<file path="config.mk">
export PLATFORM = sky130hd
export DESIGN_NAME = ngh_supervisor
export DESIGN_NICKNAME = d
export VERILOG_FILES = /design/src/ngh_pkg.sv /design/src/ngh_cons_entry.sv /design/src/ngh_supervisor.sv
export SDC_FILE = /design/constraint.sdc
export NUM_CORES = 1
export LEC_CHECK = 0
export ABC_AREA = 1
export BUFFER_PORTS_ARGS = -buffer_cell sky130_fd_sc_hd__buf_2
export CORE_ASPECT_RATIO = 1.2
export CORE_MARGIN = 10
export CORE_UTILIZATION = 68
export DETAILED_ROUTE_END_ITERATION = 8
export GPL_TIMING_DRIVEN = 0
export HOLD_SLACK_MARGIN = 0.05
export PLACE_DENSITY_LB_ADDON = 0.05
export SLEW_MARGIN = 30
export SYNTH_ARGS = -nofsm -noshare
export SYNTH_HDL_FRONTEND = slang
export SYNTH_SLANG_ARGS = --single-unit
</file>
<file path="constraint.sdc">
create_clock -name core_clk -period 9.9 [get_ports core_clk]
set_input_delay 0.495 -clock core_clk [delete_from_list [all_inputs] [get_ports core_clk]]
set_output_delay 0.495 -clock core_clk [all_outputs]
set_load 0.05 [all_outputs]
</file>
<file path="src/ngh_pkg.sv">
// Package: constants, types and register map of the guarding and heartbeat supervisor
//
// Contract
// - Lifetime is guard time times factor; expiry flags.
// - Zero guard time or factor disables lifetime check.
// - Guard reply uses 700h plus node id, length one.
// - State codes 00h, 04h, 05h, 7Fh in seven bits.
// - Guard reply bit 7 starts zero, toggles each reply.
// - Heartbeat sent every producer period; zero disables it.
// - Heartbeat carries one state byte; no master needed.
// - Heartbeat state bit 7 always zero.
// - Five consumer entries, each id plus timeout.
// - Consumer monitoring starts after first heartbeat.
// - Consumer timeout without heartbeat raises error event.
// - Zero consumer timeout disables that entry.
// - Entry: bits 31-24 zero, id 23-16, time 15-0.
// - Heartbeat and guarding stay active when stopped.
package ngh_pkg;

    // ----------------------------------------
    // Register indices (byte address = 4 * index)
    // ----------------------------------------
    localparam logic [15:0] NGH_IDX_GUARD = 16'h100C;
    localparam logic [15:0] NGH_IDX_LIFE = 16'h100D;
    localparam logic [15:0] NGH_IDX_CONS = 16'h1016;
    localparam logic [15:0] NGH_IDX_PROD = 16'h1017;
    localparam logic [15:0] NGH_IDX_IRQ_STAT = 16'h1F00;
    localparam logic [15:0] NGH_IDX_IRQ_MASK = 16'h1F01;
    localparam logic [15:0] NGH_IDX_CTRL = 16'h1F02;
    localparam logic [15:0] NGH_IDX_STATUS = 16'h1F03;
    localparam int NGH_ADDR_W = 18;
    localparam int NGH_CONS_N = 5;

    // ----------------------------------------
    // Consumer entry field layout
    // ----------------------------------------
    localparam int NGH_CONS_ID_LSB = 16;
    localparam int NGH_CONS_TIME_LSB = 0;

    // ----------------------------------------
    // Reset values
    // ----------------------------------------
    localparam logic [15:0] NGH_RST_GUARD = 16'h0000;
    localparam logic [7:0] NGH_RST_LIFE = 8'h00;
    localparam logic [31:0] NGH_RST_CONS = 32'h0000_0000;
    localparam logic [15:0] NGH_RST_PROD = 16'h0000;

    // ----------------------------------------
    // Frame and state constants
    // ----------------------------------------
    localparam logic [10:0] NGH_COB_BASE = 11'h700;
    localparam logic [3:0] NGH_DLC = 4'h1;
    localparam logic [6:0] NGH_ST_BOOT = 7'h00;
    localparam logic [6:0] NGH_ST_STOP = 7'h04;
    localparam logic [6:0] NGH_ST_OPER = 7'h05;
    localparam logic [6:0] NGH_ST_PREOP = 7'h7F;

    // ----------------------------------------
    // Status bit positions (interrupt events)
    // ----------------------------------------
    localparam int NGH_EV_LIFE = 0;
    localparam int NGH_EV_CONS_LSB = 1;
    localparam int NGH_EV_W = 6;

    // ----------------------------------------
    // Timing: one millisecond at 125 MHz
    // ----------------------------------------
    localparam int NGH_CLK_MHZ = 125;
    localparam int NGH_TICK_US = 1000;
    localparam int NGH_TICK_CYC = NGH_TICK_US * NGH_CLK_MHZ;

    // ----------------------------------------
    // Types
    // ----------------------------------------
    typedef enum logic [1:0] {
        NGH_NMT_BOOT,
        NGH_NMT_PREOP,
        NGH_NMT_OPER,
        NGH_NMT_STOP
    } ngh_nmt_e;

    // Outgoing frame towards the CAN controller
    typedef struct packed {
        logic [10:0] cob_id;
        logic [3:0] dlc;
        logic [7:0] data0;
    } ngh_frame_s;

endpackage

</file>
<file path="src/ngh_cons_entry.sv">
// One heartbeat consumer entry: arming and timeout supervision
`timescale 1ns/1ps
module ngh_cons_entry #(
    parameter int TW = 16
) (
    // Clock and reset
    input wire logic core_clk,
    input wire logic rst_b,
    // Configuration
    input wire logic [7:0] node_id,
    input wire logic [TW-1:0] timeout,
    // Events
    input wire logic ms_tick,
    input wire logic hb_seen,
    input wire logic [7:0] hb_node,
    // Result
    output logic armed,
    output logic expired
);

    // ----------------------------------------
    // Local state
    // ----------------------------------------
    logic [TW-1:0] remain; // Milliseconds left
    logic [TW-1:0] prev_timeout; // Detects reconfiguration
    wire disabled = (timeout == '0);
    wire match = hb_seen && (hb_node == node_id);
    wire reconf = (timeout != prev_timeout);
    wire hit_zero = armed && ms_tick && (remain == TW'(1));

    // Arm, reload and count down
    always_ff @(posedge core_clk or negedge rst_b) begin
        if (!rst_b) begin
            armed <= 1'b0;
            remain <= '0;
            expired <= 1'b0;
            prev_timeout <= '0;
        end else begin
            prev_timeout <= timeout;
            expired <= 1'b0;
            if (disabled || reconf) begin
                armed <= 1'b0;
            end else if (match) begin
                armed <= 1'b1;
                remain <= timeout;
            end else if (hit_zero) begin
                armed <= 1'b0;
                expired <= 1'b1;
            end else if (armed && ms_tick) begin
                remain <= remain - TW'(1);
            end
        end
    end

endmodule

</file>
<file path="src/ngh_supervisor.sv">
// Node guarding, life guarding and heartbeat producer and consumer supervisor
//
// Our own choice: the strobed register port.
`timescale 1ns/1ps
module ngh_supervisor #(
    parameter int TICK_CYC = ngh_pkg::NGH_TICK_CYC,
    parameter int CONS_N = ngh_pkg::NGH_CONS_N
) (
    // Clock and reset
    input wire logic core_clk,
    input wire logic rst_b,
    // Register port
    input wire logic [ngh_pkg::NGH_ADDR_W-1:0] reg_addr,
    input wire logic [31:0] reg_wdata,
    input wire logic reg_wr,
    input wire logic reg_rd,
    output logic [31:0] reg_rdata,
    // Node identity and state from the NMT logic
    input wire logic [6:0] node_id,
    input wire ngh_pkg::ngh_nmt_e nmt_state,
    // Received frames from the CAN controller
    input wire logic rx_guard_rtr,
    input wire logic rx_hb_valid,
    input wire logic [7:0] rx_hb_node,
    // Transmit request to the CAN controller
    output ngh_pkg::ngh_frame_s tx_frame,
    output logic tx_valid,
    input wire logic tx_ready,
    // Events
    output logic life_error,
    output logic hb_error,
    output logic irq
);

    // ----------------------------------------
    // Configuration registers
    // ----------------------------------------
    logic [15:0] guard_period; // Poll period, ms
    logic [7:0] lifetime_multiplier; // Lifetime factor
    logic [15:0] producer_period; // Heartbeat period, ms
    logic [31:0] consumer_timeouts [CONS_N]; // Consumer entries
    logic [ngh_pkg::NGH_EV_W-1:0] irq_status; // Sticky events
    logic [ngh_pkg::NGH_EV_W-1:0] irq_mask; // Event enables
    logic [2:0] cons_sel; // Entry selected via control
    logic toggle_bit; // Guard reply toggle

    // ----------------------------------------
    // Address decode
    // ----------------------------------------
    wire [15:0] idx = reg_addr[ngh_pkg::NGH_ADDR_W-1:2];
    wire word_ok = (reg_addr[1:0] == 2'b00);
    wire sel_guard = word_ok && (idx == ngh_pkg::NGH_IDX_GUARD);
    wire sel_life = word_ok && (idx == ngh_pkg::NGH_IDX_LIFE);
    wire sel_cons = word_ok && (idx == ngh_pkg::NGH_IDX_CONS);
    wire sel_prod = word_ok && (idx == ngh_pkg::NGH_IDX_PROD);
    wire sel_stat = word_ok && (idx == ngh_pkg::NGH_IDX_IRQ_STAT);
    wire sel_mask = word_ok && (idx == ngh_pkg::NGH_IDX_IRQ_MASK);
    wire sel_ctrl = word_ok && (idx == ngh_pkg::NGH_IDX_CTRL);
    wire sel_status = word_ok && (idx == ngh_pkg::NGH_IDX_STATUS);
    wire cons_sel_ok = (cons_sel < 3'(CONS_N));
    wire [2:0] cons_idx = cons_sel_ok ? cons_sel : 3'h0;

    // ----------------------------------------
    // Millisecond tick
    // ----------------------------------------
    logic [$clog2(TICK_CYC)-1:0] tick_cnt; // Prescaler
    logic ms_tick; // One-cycle tick

    always_ff @(posedge core_clk or negedge rst_b) begin
        if (!rst_b) begin
            tick_cnt <= '0;
            ms_tick <= 1'b0;
        end else begin
            ms_tick <= (tick_cnt == $bits(tick_cnt)'(TICK_CYC - 1));
            if (tick_cnt == $bits(tick_cnt)'(TICK_CYC - 1)) begin
                tick_cnt <= '0;
            end else begin
                tick_cnt <= tick_cnt + 1'b1;
            end
        end
    end

    // ----------------------------------------
    // Register writes
    // ----------------------------------------
    // Configuration storage
    always_ff @(posedge core_clk or negedge rst_b) begin
        if (!rst_b) begin
            guard_period <= ngh_pkg::NGH_RST_GUARD;
            lifetime_multiplier <= ngh_pkg::NGH_RST_LIFE;
            producer_period <= ngh_pkg::NGH_RST_PROD;
            irq_mask <= '0;
            cons_sel <= 3'h0;
            for (int i = 0; i < CONS_N; i++) begin
                consumer_timeouts[i] <= ngh_pkg::NGH_RST_CONS;
            end
        end else if (reg_wr) begin
            if (sel_guard) begin
                guard_period <= reg_wdata[15:0];
            end
            if (sel_life) begin
                lifetime_multiplier <= reg_wdata[7:0];
            end
            if (sel_prod) begin
                producer_period <= reg_wdata[15:0];
            end
            if (sel_mask) begin
                irq_mask <= reg_wdata[ngh_pkg::NGH_EV_W-1:0];
            end
            if (sel_ctrl) begin
                cons_sel <= reg_wdata[2:0];
            end
            if (sel_cons && cons_sel_ok) begin
                consumer_timeouts[cons_idx] <= {8'h00, reg_wdata[23:0]};
            end
        end
    end

    // ----------------------------------------
    // Life guarding
    // ----------------------------------------
    logic [23:0] life_remain; // Lifetime left, ms
    logic life_armed; // Monitoring after first poll
    wire [23:0] lifetime = guard_period * lifetime_multiplier;
    wire life_off = (guard_period == 16'h0000) || (lifetime_multiplier == 8'h00);
    wire life_expire = life_armed && ms_tick && (life_remain == 24'h1);

    // Lifetime countdown
    always_ff @(posedge core_clk or negedge rst_b) begin
        if (!rst_b) begin
            life_remain <= '0;
            life_armed <= 1'b0;
        end else if (life_off) begin
            life_armed <= 1'b0;
        end else if (rx_guard_rtr) begin
            life_armed <= 1'b1;
            life_remain <= lifetime;
        end else if (life_expire) begin
            life_armed <= 1'b0;
        end else if (life_armed && ms_tick) begin
            life_remain <= life_remain - 24'h1;
        end
    end

    // ----------------------------------------
    // Heartbeat consumers
    // ----------------------------------------
    logic [CONS_N-1:0] cons_armed; // Entry monitoring
    logic [CONS_N-1:0] cons_expired; // Entry timed out

    for (genvar g = 0; g < CONS_N; g++) begin : g_cons
        ngh_cons_entry #(
            .TW(16)
        ) u_entry (
            .core_clk(core_clk),
            .rst_b(rst_b),
            .node_id(consumer_timeouts[g][23:16]),
            .timeout(consumer_timeouts[g][15:0]),
            .ms_tick(ms_tick),
            .hb_seen(rx_hb_valid),
            .hb_node(rx_hb_node),
            .armed(cons_armed[g]),
            .expired(cons_expired[g])
        );
    end

    // ----------------------------------------
    // Heartbeat producer timer
    // ----------------------------------------
    logic [15:0] prod_cnt; // Ms since last heartbeat
    logic hb_due; // Heartbeat pending
    logic guard_due; // Guard reply pending
    logic sending_guard; // Frame in flight is a guard reply
    logic ngh_txq_hold; // Send blocked one cycle
    wire prod_on = (producer_period != 16'h0000);
    wire prod_fire = prod_on && ms_tick && (prod_cnt >= producer_period - 16'h1);

    always_ff @(posedge core_clk or negedge rst_b) begin
        if (!rst_b) begin
            prod_cnt <= '0;
        end else if (!prod_on || prod_fire) begin
            prod_cnt <= '0;
        end else if (ms_tick) begin
            prod_cnt <= prod_cnt + 16'h1;
        end
    end

    // ----------------------------------------
    // State byte encoding
    // ----------------------------------------
    logic [6:0] state_code; // Seven-bit state
    always_comb begin
        case (nmt_state)
            ngh_pkg::NGH_NMT_BOOT: state_code = ngh_pkg::NGH_ST_BOOT;
            ngh_pkg::NGH_NMT_PREOP: state_code = ngh_pkg::NGH_ST_PREOP;
            ngh_pkg::NGH_NMT_OPER: state_code = ngh_pkg::NGH_ST_OPER;
            ngh_pkg::NGH_NMT_STOP: state_code = ngh_pkg::NGH_ST_STOP;
            default: state_code = ngh_pkg::NGH_ST_PREOP;
        endcase
    end

    // replies allowed in all running states
    wire may_send = (nmt_state != ngh_pkg::NGH_NMT_BOOT);
    wire [10:0] cob = ngh_pkg::NGH_COB_BASE + {4'h0, node_id};
    wire tx_done = tx_valid && tx_ready;
    wire pick_guard = guard_due && !hb_due;

    // ----------------------------------------
    // Transmit sequencing
    // ----------------------------------------
    // Pending flags, set wins over clear
    always_ff @(posedge core_clk or negedge rst_b) begin
        if (!rst_b) begin
            hb_due <= 1'b0;
            guard_due <= 1'b0;
        end else begin
            hb_due <= (prod_fire && may_send) || (hb_due && !(tx_done && !tx_frame.data0[7]
                && !sending_guard));
            guard_due <= (rx_guard_rtr && may_send) || (guard_due && !(tx_done && sending_guard));
        end
    end

    // Frame output register
    always_ff @(posedge core_clk or negedge rst_b) begin
        if (!rst_b) begin
            tx_valid <= 1'b0;
            tx_frame <= '0;
            sending_guard <= 1'b0;
            toggle_bit <= 1'b0;
        end else if (tx_done) begin
            tx_valid <= 1'b0;
            if (sending_guard) begin
                toggle_bit <= !toggle_bit;
            end
        end else if (!tx_valid && (hb_due || guard_due) && !ngh_txq_hold) begin
            tx_valid <= 1'b1;
            sending_guard <= pick_guard;
            tx_frame.cob_id <= cob;
            tx_frame.dlc <= ngh_pkg::NGH_DLC;
            tx_frame.data0 <= {pick_guard ? toggle_bit : 1'b0, state_code};
        end
    end

    // Hold one cycle after a send so pending flags settle
    always_ff @(posedge core_clk or negedge rst_b) begin
        if (!rst_b) begin
            ngh_txq_hold <= 1'b0;
        end else begin
            ngh_txq_hold <= tx_done;
        end
    end

    // ----------------------------------------
    // Events and interrupt
    // ----------------------------------------
    wire [ngh_pkg::NGH_EV_W-1:0] ev_set = {cons_expired, life_expire};
    wire stat_clr_wr = reg_wr && sel_stat;

    always_ff @(posedge core_clk or negedge rst_b) begin
        if (!rst_b) begin
            irq_status <= '0;
            life_error <= 1'b0;
            hb_error <= 1'b0;
            irq <= 1'b0;
        end else begin
            irq_status <= ev_set | (irq_status & ~(stat_clr_wr ?
                reg_wdata[ngh_pkg::NGH_EV_W-1:0] : '0));
            life_error <= life_expire;
            hb_error <= |cons_expired;
            irq <= |(irq_status & irq_mask);
        end
    end

    // ----------------------------------------
    // Register read
    // ----------------------------------------
    wire [31:0] status_word = {20'h0, toggle_bit, life_armed, 5'(cons_armed), 5'h0};
    wire [31:0] rd_mux = sel_guard ? {16'h0, guard_period} :
        sel_life ? {24'h0, lifetime_multiplier} :
        sel_cons ? (cons_sel_ok ? consumer_timeouts[cons_idx] : 32'h0) :
        sel_prod ? {16'h0, producer_period} :
        sel_stat ? {26'h0, irq_status} :
        sel_mask ? {26'h0, irq_mask} :
        sel_ctrl ? {29'h0, cons_sel} :
        sel_status ? status_word : 32'h0;

    // Read data one cycle later
    always_ff @(posedge core_clk or negedge rst_b) begin
        if (!rst_b) begin
            reg_rdata <= 32'h0;
        end else begin
            reg_rdata <= reg_rd ? rd_mux : 32'h0;
        end
    end

endmodule

</file>
==> results.md <==
- Ratio of final minimum period to clock period: a little over half
- Highest-delay cell along the critical path: sky130_fd_sc_hd__buf_1
- Sequential area share after synthesis: 38.3%
- Fraction of layout cells with a size suffix above 1: 8.68%
- Crit-path leading delay family: adder cells
- Hold worst-path end: tx_frame[15]
- Kind of start point of the critical path: flip-flop
- Clock tree from TritonCTS: done
- Die X-Extent: 210 um
- Count of boundary I/O pins: 133
- Max-capacitance violation count: 0
- Area growth, synth to finish: 10.7%
- Wire length of the first global-routing pass: between 100 and 150 mm
- Worst path buffer plus inverter count: 6
- Vertical extent of the die: 247 um
- Total iterations of the first detailed-routing run: 8
- Final period demand of the worst path: roughly 5.4 ns
- Detailed Route Iter0 Violations: 2787
- H-tree levels: 2
- End of the worst register-to-register path: life_remain[15]
- Required time of the critical path: 10.41 ns
- Number of hold violations in the final report: 0
- Finished Core Util: roughly 76%
- Areal power density over the cells: 130 nW/um2
- Number of antenna violations at the first check in global routing: 4
- Final routed wire length divided by cell count: around 19 um
- Starting utilization of the core area: 68.7%
- Max frequency: 186 MHz
- Worst reg2reg path depth: 20
- Count of filler cells inserted in the layout: 3315
- Net count of the finished layout: 4301
- DRC: 0
- Top fanout value on the critical path: 10
- Number of instances in the synthesized netlist: just under 4000
- Worst voltage drop across the vdd grid: 0.000206 V
- Post-detailed-placement half-perimeter wirelength: 67.3 mm
- Residual overflow from global routing: 0
- Number of buffers created by CTS: between 40 and 50
- Total routing usage reported by global routing: 34.3%
- Placer Congestion: roughly 1.0
- Post-route cell area: 32500 um2
- Latest clock arrival within the worst-skew pair: 0.61 ns
- Worst hold start: node_id[3]
- Worst min-delay path class: in -> reg
- Number of distinct library cells after synthesis: 66
- Standard cell area after detailed placement: 30700 um2
- Relative slew slack: 49.3%
- Core region area: 42700 um2
- Async set-reset flop share out of synthesis: 100%
- CP Cell Sequence: clkbuf_1, buf_1, nand2_1, inv_1, fa_1, fa_1, fa_1, inv_1, fa_1, inv_1, ha_1, nand2_1, nor2_1, inv_1, nor3_1, nand2_1, nand3_1, xor2_1, nand2_1, a22oi_1
- CP max stage delay: 0.55 ns
- Result of the run: completed
- Reg-to-Reg Start: lifetime_multiplier[4]
- Setup slack of the most critical reg-to-reg path: 4.51 ns
- Number of register bits inferred by synthesis: 449
- Vias in the first global route: 26300
- CTS root buf: sky130_fd_sc_hd__clkbuf_16
- Maximum count of clock buffers along a single path: 3
- Type of destination of the critical path: flip-flop
- Transition time at the pin with the least slew margin: between 0.7 and 0.8 ns
- Final setup violation count: 0
- Routed Wire Length: 89.7 mm
- Warnings from Yosys: 0
- Via count of the routed design: 27100
- Final slew viol count: 0
- Count of flip-flops with a built-in enable after synthesis: 0
- Dominant synthesized flop cell: sky130_fd_sc_hd__dfrtp_1
- Synth Cell Area: slightly below 30000 um2
- Type of the worst setup path: reg -> reg
- Number of standard-cell rows in the floorplan: 83
- Leakage power total: 17.4 nW
- Instance count along the most critical hold path: 3
- Die ar.: around 52000 um2
- Antenna viol nets, final: 0
- Clock-pin slew on the worst setup and hold paths: around 0.060 ns
- Unrepaired setup endpoints after global routing: no
- Synth Area per Inst: 7.53 um2
- Final setup skew: 0.0173 ns
- Signal arrival time at the worst endpoint: 5.90 ns
- Quantity of I/O buffers inserted on ports: 107
- Pin count of the biggest net entering global routing: 88
- Number of sinks on the clock net: 449
- Post-detailed-route via-to-cell ratio: 5.83
==> worst max-delay path by stage <==
stage	cells after the start	slack, ns	from	end
after global routing	19	4.28	lifetime_multiplier[4]	life_remain[23]
after detailed placement	20	4.62	lifetime_multiplier[4]	life_remain[15]
after global placement	1	-0.52	rst_b	g_cons[1].u_entry.remain[7]
after floorplan	20	5.61	lifetime_multiplier[3]	life_remain[15]
after CTS	20	4.59	lifetime_multiplier[4]	life_remain[15]
final	20	4.51	lifetime_multiplier[4]	life_remain[15]
==> through the flow <==
step / hold slack, ns / TNS (ns) / setup WS (ns) / instances / total power [mW]
after floorplan: 0.199 / 0 / 5.61 / 3902 / 2.16
after global placement: 0.422 / -193.17 / -0.521 / 4561 / 2.29
after detailed placement: 0.419 / 0 / 4.62 / 4566 / 2.30
after CTS: 0.0697 / 0 / 4.59 / 4654 / 4.24
after global routing: 0.0924 / 0 / 4.28 / 4654 / 4.35
final: 0.0859 / 0 / 4.51 / 4655 / 4.23
==> cell usage after synthesis (all sizes together), types with 59 or more instances <==
library cell | number | share of area [%]
xor2 | 121 | 3.6
nor2 | 332 | 4.4
fa | 84 | 5.7
nor3 | 87 | 1.6
buf | 80 | 1.7
nand4 | 61 | 1.3
ha | 78 | 3.3
nand3 | 206 | 3.6
nor4 | 59 | 1.4
clkbuf | 68 | 0.87
nand2 | 980 | 13
o21ai | 330 | 5.6
dfrtp | 449 | 38
a21oi | 175 | 3.1
inv | 590 | 7.6
==> cell usage in the layout, fill, tap and decap left out, types with 21 or more instances in the layout <==
cell and n:
sky130_fd_sc_hd__nand2_1 969, sky130_fd_sc_hd__inv_1 576, sky130_fd_sc_hd__dfrtp_1 449, sky130_fd_sc_hd__nor2_1 323
sky130_fd_sc_hd__o21ai_0 287, sky130_fd_sc_hd__nand3_1 201, sky130_fd_sc_hd__a21oi_1 171, sky130_fd_sc_hd__buf_2 151
sky130_fd_sc_hd__xor2_1 121, sky130_fd_sc_hd__fa_1 84, sky130_fd_sc_hd__nor3_1 81, sky130_fd_sc_hd__ha_1 78
sky130_fd_sc_hd__clkbuf_1 72, sky130_fd_sc_hd__nand4_1 60, sky130_fd_sc_hd__nor4_1 54, sky130_fd_sc_hd__clkbuf_16 49
sky130_fd_sc_hd__xnor2_1 46, sky130_fd_sc_hd__o21ai_1 43, sky130_fd_sc_hd__or2_2 27, sky130_fd_sc_hd__buf_4 21
==> timing repair <==
item	CTS	global route
endpoints found under the setup margin	0	0
hold buffers	1	0
hold endpoints to repair	41	0
gates resized for setup	0	0
buffers inserted	0	0
==> registers in the layout (all words and copies together) (netlist names), 8 cells and up <==
signal,count
consumer_timeouts,120
g_cons.u_entry.prev_timeout,80
g_cons.u_entry.remain,80
guard_period,16
life_remain,24
lifetime_multiplier,8
prod_cnt,16
producer_period,16
reg_rdata,24
tick_cnt,17
tx_frame,12
==> cell type report <==
type                       instances  area [um2]  share of cell area (%)
multi-input combinational       2715       15100                    46.7
sequential                       449       11200                    34.6
inverter                         590        2210                    6.82
clock buffer                      64        1380                    4.26
buffer                           148         767                    2.36
timing repair buffer             113         693                    2.14
tap                              552         691                    2.13
clock inverter                    23         324                   0.998
antenna                            1        2.50                 0.00771
==> power breakdown <==
group / switching, mW / total [mW] / internal, mW / leakage, nW
registers: 0.0283 / 1.90 / 1.87 / 5.69
clock network: 0.790 / 1.96 / 1.17 / 0.838
logic: 0.283 / 0.371 / 0.0872 / 10.9
==> logic make-up (layout without fill, tap and decap cells) <==
group                      count (synthesis)  count (layout)  synth area share [%]
adders and majority gates                162             162                  9.07
buffers and inverters                    738             938                  10.2
xor gates and xnor gates                 167             167                  4.99
other                                      1              13                0.0128
AOI/OAI and AO/OA                        586             586                  10.8
muxes                                      8               8                 0.273
DFF                                      449             449                  38.3
and+or+nand+nor                         1780            1780                  26.4
==> metal layers <==
layer | GRT usage (%) | wire [um] | up-vias
met5 | 0 | 7 | -
met4 | 21.4 | 6230 | 2
met3 | 7.73 | 8410 | 320
met2 | 54.6 | 41200 | 1346
met1 | 42.1 | 33900 | 12700
li1 | - | - | 12700
==> worst register-to-register path: stages, from the launching register on <==
cell,delay (ns)
sky130_fd_sc_hd__dfrtp_1,0.32
sky130_fd_sc_hd__clkbuf_1,0.49
sky130_fd_sc_hd__buf_1,0.56
sky130_fd_sc_hd__nand2_1,0.10
sky130_fd_sc_hd__inv_1,0.10
sky130_fd_sc_hd__fa_1,0.45
sky130_fd_sc_hd__fa_1,0.48
sky130_fd_sc_hd__fa_1,0.52
sky130_fd_sc_hd__inv_1,0.05
sky130_fd_sc_hd__fa_1,0.50
sky130_fd_sc_hd__inv_1,0.05
sky130_fd_sc_hd__ha_1,0.39
sky130_fd_sc_hd__nand2_1,0.10
sky130_fd_sc_hd__nor2_1,0.24
sky130_fd_sc_hd__inv_1,0.07
sky130_fd_sc_hd__nor3_1,0.31
sky130_fd_sc_hd__nand2_1,0.09
sky130_fd_sc_hd__nand3_1,0.10
sky130_fd_sc_hd__xor2_1,0.15
sky130_fd_sc_hd__nand2_1,0.06
sky130_fd_sc_hd__a22oi_1,0.17
(Power assumes the default switching activity.)
